## src/hdl/channel_limit_monitor_defines.vh

```
// Constants shared by the channel limit monitor design files.
`ifndef CHANNEL_LIMIT_MONITOR_DEFINES_VH
`define CHANNEL_LIMIT_MONITOR_DEFINES_VH
`define CLM_NUM_CHAN 4'ha
`define CLM_CHAN_TEMP 4'h0
`define CLM_CHAN_SUPPLY 4'h1
`define CLM_CHAN_AIN_FIRST 4'h2
`define CLM_CFG_FAULT_MSB 7
`define CLM_CFG_FAULT_LSB 4
`define CLM_CFG_AVG_MSB 3
`define CLM_CFG_AVG_LSB 0
`define CLM_CFG_RST 8'h00
`define CLM_UPPER_RST 12'hfff
`define CLM_LOWER_RST 12'h000
`define CLM_DATA_RST 12'h800
`define CLM_ALARM_RST 24'h000000
`define CLM_CODE_NONE 2'b00
`define CLM_CODE_LOW 2'b01
`define CLM_CODE_HIGH 2'b10
`define CLM_AVG_CODE_MAX 4'hb
`define CLM_FRAC_ZERO 12'h000
`define CLM_CNT_MAX 5'h10
`endif
```

## src/hdl/channel_average_filter.v

```verilog
// Recursive averaging step with 24 bits of internal precision.
`timescale 1ns/1ns
`include "channel_limit_monitor_defines.vh"
module channel_average_filter (
   input wire [23:0] acc,
   input wire [11:0] sample,
   input wire [3:0] avg_code,
   input wire is_signed,
   output wire [23:0] acc_nxt
);
   // Reserved codes fall back to no averaging.
   wire [3:0] shift_amt;
   wire [24:0] acc_ext;
   wire [24:0] smp_ext;
   wire signed [24:0] acc_div;
   wire signed [24:0] smp_div;
   wire [24:0] sum;
   assign shift_amt = (avg_code > `CLM_AVG_CODE_MAX) ? 4'h0
      : avg_code;
   assign acc_ext = {is_signed & acc[23], acc};
   assign smp_ext = {is_signed & sample[11], sample, `CLM_FRAC_ZERO};
   assign acc_div = $signed(acc_ext) >>> shift_amt;
   assign smp_div = $signed(smp_ext) >>> shift_amt;
   // Stored value times (N-1)/N plus the new sample over N.
   assign sum = acc_ext - acc_div + smp_div;
   assign acc_nxt = sum[23:0];
endmodule // channel_average_filter

```

## src/hdl/channel_limit_monitor.v

```verilog
// Per-channel averaging, limit checking, fault counting and alarm output.
`timescale 1ns/1ns
`include "channel_limit_monitor_defines.vh"
module channel_limit_monitor (
   input wire clock,
   input wire sys_rst,
   input wire soft_reset,
   input wire conv_valid,
   input wire [3:0] conv_chan,
   input wire [11:0] conv_value,
   input wire [9:0] chan_signed,
   input wire [3:0] diff_pair,
   input wire int_drive_always,
   input wire int_active_high,
   input wire [3:0] host_chan,
   input wire cfg_wr,
   input wire [11:0] cfg_wr_upper,
   input wire [11:0] cfg_wr_lower,
   input wire [7:0] cfg_wr_byte,
   input wire data_wr,
   input wire [11:0] data_wr_value,
   input wire clr_all,
   input wire clr_chan,
   output reg [11:0] rd_result,
   output reg [11:0] rd_upper,
   output reg [11:0] rd_lower,
   output reg [7:0] rd_cfg,
   output reg [23:0] alarm_status,
   output reg int_out,
   output reg int_oe,
   output wire busy
);
   localparam [2:0] ST_IDLE = 3'b001;
   localparam [2:0] ST_FILT = 3'b010;
   localparam [2:0] ST_EVAL = 3'b100;

   reg [23:0] acc_r [0:9];
   reg [11:0] upper_r [0:9];
   reg [11:0] lower_r [0:9];
   reg [7:0] cfg_r [0:9];
   reg [4:0] cnt_r [0:9];
   reg [1:0] side_r [0:9];
   reg [23:0] alarm_r;
   reg [2:0] state_r;
   reg [3:0] ch_r;
   reg [11:0] sample_r;
   integer i;

   wire rst_all;
   wire host_ok;
   wire conv_take;
   wire [23:0] filt_nxt;
   wire [11:0] eval_data;
   wire eval_sgn;
   wire above;
   wire below;
   wire [1:0] eval_side;
   wire [4:0] cnt_nxt;
   wire [3:0] fault_limit;
   wire alarm_any;
   wire level_active;
   wire filt_step;
   wire eval_step;
   wire host_cfg;
   wire host_data;
   wire host_clr;
   wire alarm_hit;
   wire [4:0] clr_lsb;
   wire [4:0] set_lsb;
   wire int_out_nxt;
   wire int_oe_nxt;
   reg [2:0] state_nxt;
   reg [3:0] ch_nxt;
   reg [11:0] sample_nxt;
   reg [23:0] alarm_nxt;
   reg [11:0] rd_result_nxt;
   reg [11:0] rd_upper_nxt;
   reg [11:0] rd_lower_nxt;
   reg [7:0] rd_cfg_nxt;

   // True when a channel is the odd half of a differential pair.
   function odd_of_pair;
      input [3:0] ch;
      input [3:0] pairs;
      reg [3:0] idx;
      begin
         idx = ch - `CLM_CHAN_AIN_FIRST;
         odd_of_pair = 1'b0;
         if (ch >= `CLM_CHAN_AIN_FIRST && ch[0]) begin
            odd_of_pair = pairs[idx[2:1]];
         end
      end
   endfunction

   // Compares two values as unsigned or two's complement.
   function greater;
      input [11:0] a;
      input [11:0] b;
      input sgn;
      begin
         if (sgn) begin
            greater = $signed(a) > $signed(b);
         end else begin
            greater = a > b;
         end
      end
   endfunction

   // Lowest bit of a channel's pair in the alarm word.
   function [4:0] alarm_lsb;
      input [3:0] ch;
      reg [4:0] twice;
      begin
         twice = {ch, 1'b0};
         alarm_lsb = 5'h16 - twice;
      end
   endfunction

   // Adds one to a fault count, holding at the top of the range.
   function [4:0] count_up;
      input [4:0] cnt;
      begin
         if (cnt == `CLM_CNT_MAX) begin
            count_up = `CLM_CNT_MAX;
         end else begin
            count_up = cnt + 5'h01;
         end
      end
   endfunction

   assign rst_all = sys_rst | soft_reset;
   assign host_ok = host_chan < `CLM_NUM_CHAN;
   assign busy = ~state_r[0];
   assign conv_take = conv_valid && conv_chan < `CLM_NUM_CHAN
      && !odd_of_pair(conv_chan, diff_pair);
   assign filt_step = state_r == ST_FILT;
   assign eval_step = state_r == ST_EVAL;
   assign host_cfg = cfg_wr && host_ok;
   assign host_data = data_wr && host_ok;
   assign host_clr = clr_chan && host_ok;
   assign alarm_hit = eval_step && cnt_nxt > {1'b0, fault_limit};
   assign clr_lsb = alarm_lsb(host_chan);
   assign set_lsb = alarm_lsb(ch_r);


   channel_average_filter u_filter (
      .acc(acc_r[ch_r]),
      .sample(sample_r),
      .avg_code(cfg_r[ch_r][`CLM_CFG_AVG_MSB:`CLM_CFG_AVG_LSB]),
      .is_signed(chan_signed[ch_r]),
      .acc_nxt(filt_nxt)
   );

   // The check reads the freshly updated data register.
   assign eval_data = acc_r[ch_r][23:12];
   assign eval_sgn = chan_signed[ch_r];
   assign above = greater(eval_data, upper_r[ch_r], eval_sgn);
   assign below = greater(lower_r[ch_r], eval_data, eval_sgn);
   assign eval_side = above ? `CLM_CODE_HIGH :
      (below ? `CLM_CODE_LOW : `CLM_CODE_NONE);
   assign fault_limit = cfg_r[ch_r][`CLM_CFG_FAULT_MSB:`CLM_CFG_FAULT_LSB];
   // Same-side faults extend the run; a new side restarts it at one.
   assign cnt_nxt = (eval_side == `CLM_CODE_NONE) ? 5'h00 :
      (eval_side != side_r[ch_r]) ? 5'h01 :
      count_up(cnt_r[ch_r]);

   // Conversion sequencing.
   always @* begin
      state_nxt = state_r;
      ch_nxt = ch_r;
      sample_nxt = sample_r;
      case (state_r)
         ST_IDLE: begin
            if (conv_take) begin
               ch_nxt = conv_chan;
               sample_nxt = conv_value;
               state_nxt = ST_FILT;
            end
         end
         ST_FILT: begin
            state_nxt = ST_EVAL;
         end
         ST_EVAL: begin
            state_nxt = ST_IDLE;
         end
         default: begin
            state_nxt = ST_IDLE;
         end
      endcase
   end

   // State registers.
   always @(posedge clock) begin
      if (rst_all) begin
         state_r <= ST_IDLE;
         ch_r <= `CLM_CHAN_TEMP;
         sample_r <= 12'h000;
      end else begin
         state_r <= state_nxt;
         ch_r <= ch_nxt;
         sample_r <= sample_nxt;
      end
   end

   // Data registers; a host write seeds the filter and wins a collision.
   always @(posedge clock) begin
      if (rst_all) begin
         for (i = 0; i < `CLM_NUM_CHAN; i = i + 1) begin
            acc_r[i] <= {`CLM_DATA_RST, `CLM_FRAC_ZERO};
         end
      end else begin
         if (filt_step) begin
            acc_r[ch_r] <= filt_nxt;
         end
         if (host_data) begin
            acc_r[host_chan] <= {data_wr_value, `CLM_FRAC_ZERO};
         end
      end
   end

   // Limit and configuration registers.
   always @(posedge clock) begin
      if (rst_all) begin
         for (i = 0; i < `CLM_NUM_CHAN; i = i + 1) begin
            upper_r[i] <= `CLM_UPPER_RST;
            lower_r[i] <= `CLM_LOWER_RST;
            cfg_r[i] <= `CLM_CFG_RST;
         end
      end else if (cfg_wr && host_ok) begin
         upper_r[host_chan] <= cfg_wr_upper;
         lower_r[host_chan] <= cfg_wr_lower;
         cfg_r[host_chan] <= cfg_wr_byte;
      end
   end

   // Fault counters; a new configuration restarts the count.
   always @(posedge clock) begin
      if (rst_all) begin
         for (i = 0; i < `CLM_NUM_CHAN; i = i + 1) begin
            cnt_r[i] <= 5'h00;
            side_r[i] <= `CLM_CODE_NONE;
         end
      end else begin
         if (eval_step) begin
            cnt_r[ch_r] <= cnt_nxt;
            side_r[ch_r] <= eval_side;
         end
         if (cfg_wr && host_ok) begin
            cnt_r[host_chan] <= 5'h00;
            side_r[host_chan] <= `CLM_CODE_NONE;
         end
      end
   end

   // Alarm word: clears first, then a new alarm sets, so the set wins.
   always @* begin
      alarm_nxt = alarm_r;
      if (clr_all) begin
         alarm_nxt = `CLM_ALARM_RST;
      end else if (host_clr || host_cfg) begin
         alarm_nxt[clr_lsb +: 2] = `CLM_CODE_NONE;
      end
      if (alarm_hit) begin
         alarm_nxt[set_lsb +: 2] = eval_side;
      end
   end

   always @(posedge clock) begin
      if (rst_all) begin
         alarm_r <= `CLM_ALARM_RST;
      end else begin
         alarm_r <= alarm_nxt;
      end
   end

   // Interrupt pin: active while any alarm pair is nonzero.
   assign alarm_any = |alarm_r;
   assign level_active = alarm_any;
   assign int_out_nxt = int_active_high ? level_active
      : ~level_active;
   assign int_oe_nxt = int_drive_always | level_active;

   always @(posedge clock) begin
      if (rst_all) begin
         int_out <= 1'b1;
         int_oe <= 1'b0;
      end else begin
         int_out <= int_out_nxt;
         int_oe <= int_oe_nxt;
      end
   end

   // Read-back values of the selected channel; unknown channels read zero.
   always @* begin
      rd_result_nxt = 12'h000;
      rd_upper_nxt = 12'h000;
      rd_lower_nxt = 12'h000;
      rd_cfg_nxt = 8'h00;
      if (host_ok) begin
         rd_result_nxt = acc_r[host_chan][23:12];
         rd_upper_nxt = upper_r[host_chan];
         rd_lower_nxt = lower_r[host_chan];
         rd_cfg_nxt = cfg_r[host_chan];
      end
   end

   // Registered read-back of the selected channel and the alarm word.
   always @(posedge clock) begin
      if (rst_all) begin
         rd_result <= `CLM_DATA_RST;
         rd_upper <= `CLM_UPPER_RST;
         rd_lower <= `CLM_LOWER_RST;
         rd_cfg <= `CLM_CFG_RST;
         alarm_status <= `CLM_ALARM_RST;
      end else begin
         alarm_status <= alarm_r;
         rd_result <= rd_result_nxt;
         rd_upper <= rd_upper_nxt;
         rd_lower <= rd_lower_nxt;
         rd_cfg <= rd_cfg_nxt;
      end
   end
endmodule // channel_limit_monitor

```

## config.mk

```make
export PLATFORM = sky130hd
export DESIGN_NAME = channel_limit_monitor
export DESIGN_NICKNAME = d
export VERILOG_FILES = /design/src/hdl/channel_average_filter.v /design/src/hdl/channel_limit_monitor.v
export VERILOG_INCLUDE_DIRS = /design/src /design/src/hdl
export SDC_FILE = /design/constraint.sdc
export NUM_CORES = 2
export LEC_CHECK = 0
export BUFFER_PORTS_ARGS = -buffer_cell sky130_fd_sc_hd__buf_2
export CORE_MARGIN = 3
export CORE_UTILIZATION = 64
export DETAILED_ROUTE_END_ITERATION = 8
export PLACE_DENSITY = 0.81
export SYNTH_ARGS = -nofsm -noshare
export SYNTH_HDL_FRONTEND = slang
export SYNTH_HIERARCHICAL = 1
export SYNTH_SLANG_ARGS = --single-unit
```

## constraint.sdc

```tcl
create_clock -name clock -period 14.6 [get_ports clock]
set_input_delay 0.73 -clock clock [delete_from_list [all_inputs] [get_ports clock]]
set_output_delay 0.73 -clock clock [all_outputs]
set_load 0.005 [all_outputs]
```

==> summary.md <==
| Metric | Value |
|---|---|
| Number of slew-limit violations in the final report | `0` |
| Latest clock arrival within the worst-skew pair | `0.73 ns` |
| Maximum number of pins on one net before global-route repair | `145` |
| Vias in the first global route | `~43000` |
| Cell type with the highest occurrence count on the critical path | `sky130_fd_sc_hd__buf_4` |
| Count of distinct cell types in the synthesized netlist | `81` |
| FMAX | `114 MHz` |
| Most common cell after layout, fill and taps aside | `sky130_fd_sc_hd__edfxtp_1` |
| Async set-reset flop share out of synthesis | `0%` |
| CP Cell Sequence | `buf_4 -> buf_4 -> buf_4 -> mux4_2 -> mux4_2 -> mux2i_1 -> mux2i_1 -> nor2_1 -> nor3_1 -> a31oi_1 -> fa_1 -> ha_1 -> nand2_1 -> o21ai_0 -> o31a_1 -> a211o_2 -> a31oi_4 -> nor2_1 -> a211oi_1 -> nand2_1 -> o31ai_1` |
| Pleak | `21.7 nW` |
| EDFF count, synth | `704` |
| Maximum number of buffers from clock root to sink | `3` |
| Die Wd | `between 300 and 400 um` |
| Overall power after layout | `0.00754 W` |
| Commonest cells after routing, fill and taps aside | `sky130_fd_sc_hd__edfxtp_1 (704), sky130_fd_sc_hd__nor2_1 (644), sky130_fd_sc_hd__nand2_1 (599)` |
| Ratio of total power to cell area | `120 nW/um^2` |
| Synthesized area per cell | `12.2 um^2` |
| Number of nets in the final layout | `4841` |
| Final total negative setup slack | `0 ns` |
| Critical Path Sink Type | `register` |
| Total global routing track utilization | `between 30% and 40%` |
| Cell family with most CP delay | `compound AO/OA/AOI/OAI gates` |
| Height of the chip | `between 300 and 400 um` |
| Number of DRC violations after detailed routing | `1` |
| Final Util | `71.0%` |
| Max-cap violations | `0` |
| Gate count of the mapped netlist | `around 4700` |
| Average wire length per cell after detail routing | `31.6 um` |
| Crit start category | `register` |
| Antenna-violating nets left | `0` |
| Endpoint of the worst hold path | `int_oe` |
| Synthesized Nets | `4863` |
| Post-CTS resize count | `0` |
| Layout cells sized above 1 | `22.0%` |
| CTS tree | `done` |
| HPWL after detailed placement | `around 110000 um` |
| Total of hold buffers inserted after clock tree synthesis | `0` |
| Average vias per placed instance | `7.38` |
| Endpoint of the most critical register-to-register path | `acc_r[0][17]` |
| Final hold violation count | `0` |
| Reg2reg path depth | `21` |
| Total core area | `88600 um^2` |
| Final worst hold slack | `0.234 ns` |
| Max IR drop VDD | `0.112 mV` |
| Area of the die | `93300 um^2` |
| Data arrival time of the critical path | `9.32 ns` |
| Area growth, synth to finish | `9.80%` |
| Number of top-level design ports | `159` |
| Final worst path period share | `60.3%` |
| Max-Slew Margin vs Limit | `9.99%` |
| Combined buffer and inverter count along the critical path | `3` |
| Routability Congestion | `0.974` |
| Highest net fanout along the worst path | `49` |
| Violated checks | `DRC` |
| Vias | `43700` |
| Final critical path time including I/O delays and setup | `8.80 ns` |
| Slowest cell on the critical path | `sky130_fd_sc_hd__dfxtp_4` |
| Main synth FF type | `sky130_fd_sc_hd__edfxtp_1` |
| Launch instance of the worst min-delay path | `int_drive_always` |
| Run status | `complete, but fails checks` |
| Worst reg2reg setup slack | `5.80 ns` |
| First-pass GRT wire length | `275000 um` |
| Total iterations of the first detailed-routing run | `9` |
| Setup repair after global routing missed its margin | `no` |
| Flops & latches, synth | `1125` |
| Tightest Hold Check Type | `in -> reg` |
| Longest individual stage delay on the worst path | `between 0.8 and 0.9 ns` |
| Path type of the worst setup path | `reg -> reg` |
| Yosys synthesis warning count | `6` |
| Initial DRC count | `7700` |
| Clock root buffer | `sky130_fd_sc_hd__clkbuf_16` |
| Buffers inserted by post-CTS timing repair | `0` |
| Required time reported for the critical path endpoint | `15.12 ns` |
| Slew at the pin closest to its max-slew limit | `roughly 1.3 ns` |
| Sinks on Clock Net | `1125` |
| GRT Residual Overflow | `0` |
| Synth Cell Area | `approximately 57000 um^2` |
| Final setup violation count | `0` |
| Number of clock buffers inserted by TritonCTS | `approximately 110` |
| Quantity of I/O buffers inserted on ports | `158` |
| Antenna violations before repair | `6` |
| Cell Rows | `109` |
| Effective utilization at floorplan | `approximately two thirds` |
| H-tree depth | `3` |
| Portion of the post-synthesis area used by sequential elements | `51.5%` |
| Cell depth of the worst min-delay path | `3` |
| Clock Skew | `approximately 0.037 ns` |
| CTS clock-pin slew for the worst setup and hold paths | `approximately 0.060 ns` |
| Fill cell total of the finished layout | `5748` |
| Total detailed-routing wirelength | `188000 um` |
[worst max path at each step]
stage | to | cells past startpoint
final | acc_r[0][17] | 21
after detailed placement | alarm_r[8] | 22
after CTS | acc_r[0][17] | 20
after global routing | acc_r[6][21] | 19
after floorplan | acc_r[5][23] | 29
after global placement | acc_r[7][23] | 19
[report_power, final]
part           internal [W]  switching [W]  total (W)
combinational      0.000355       0.000578   0.000933
sequential          0.00344      0.0000545    0.00350
clock               0.00182        0.00130    0.00312
[cell type report]
class,instances,area (um^2),share of cell area [%]
diodes,1,2.50,0.00397
clock buffers,149,3220,5.11
clock inverters,65,783,1.24
inverters,111,419,0.666
multi-input cells,3059,26000,41.2
flip-flops and latches,1125,29600,47.0
well taps,1165,1460,2.31
repair buffers,251,1550,2.46
[per-stage QoR]
stage	cell area, um^2	instances	worst slack (ns)
2_1_floorplan	57400	4683	7.35
3_3_place_gp	59000	5711	6.30
3_5_place_dp	59000	5711	6.13
4_1_cts	63000	5925	6.08
5_1_grt	63000	5925	5.52
6_report	63000	5926	5.80
[sequential cells by signal, indices dropped and copies added, names as in the netlist, named ones only]
signal and flops:
int_out 1, rd_upper 12, rd_lower 12, ch_r 4, alarm_r 24, rd_cfg 8, upper_r 192, cnt_r 80
alarm_status 24, lower_r 192, side_r 32, cfg_r 128, int_oe 1, acc_r 384, sample_r 12, state_r 3
rd_result 12
[worst min-delay path: stages]
cell and delay [ns]:
sky130_fd_sc_hd__buf_2 0.08, sky130_fd_sc_hd__nor3_1 0.04, sky130_fd_sc_hd__nor2_1 0.08
[per-layer routing]
| layer | up-vias | GRT usage (%) | share of wire, % |
|---|---|---|---|
| li1 | 17500 | - | - |
| met1 | 21000 | 49.8 | 31 |
| met2 | 4138 | 61.6 | 46 |
| met3 | 1052 | 11.8 | 15 |
| met4 | 8 | 25.4 | 7.8 |
| met5 | - | 0 | 0.041 |
[logic make-up (layout without fill, tap and decap cells)]
kind of cell	count (synthesis)	after routing	synth area share [%]
AO/OA/AOI/OAI	682	682	7.67
XOR/XNOR	27	27	0.412
buffers and inverters	499	576	3.43
multiplexers	634	634	22.7
AND/OR/NAND/NOR	1623	1623	11.9
other	1	2	0.00654
adder cells (fa/ha/maj)	92	92	2.31
flip-flops	1125	1125	51.5
[synthesized netlist by cell type, drive strengths merged (33+ instances only)]
| master | number | area share [%] |
|---|---|---|
| and2 | 76 | 0.83 |
| a21oi | 155 | 1.4 |
| and3 | 34 | 0.37 |
| clkbuf | 297 | 1.9 |
| o22ai | 36 | 0.39 |
| o31ai | 127 | 1.7 |
| dfxtp | 421 | 15 |
| edfxtp | 704 | 37 |
| nand3 | 115 | 1.0 |
| o21ai | 142 | 1.2 |
| ha | 69 | 1.5 |
| inv | 110 | 0.72 |
| nor2 | 652 | 4.3 |
| nor3 | 33 | 0.30 |
| buf | 91 | 0.76 |
| mux4 | 533 | 21 |
| nand2 | 608 | 4.0 |
| mux2i | 99 | 1.7 |
| a31oi | 115 | 1.3 |
Power figures use the tool's default switching activity.
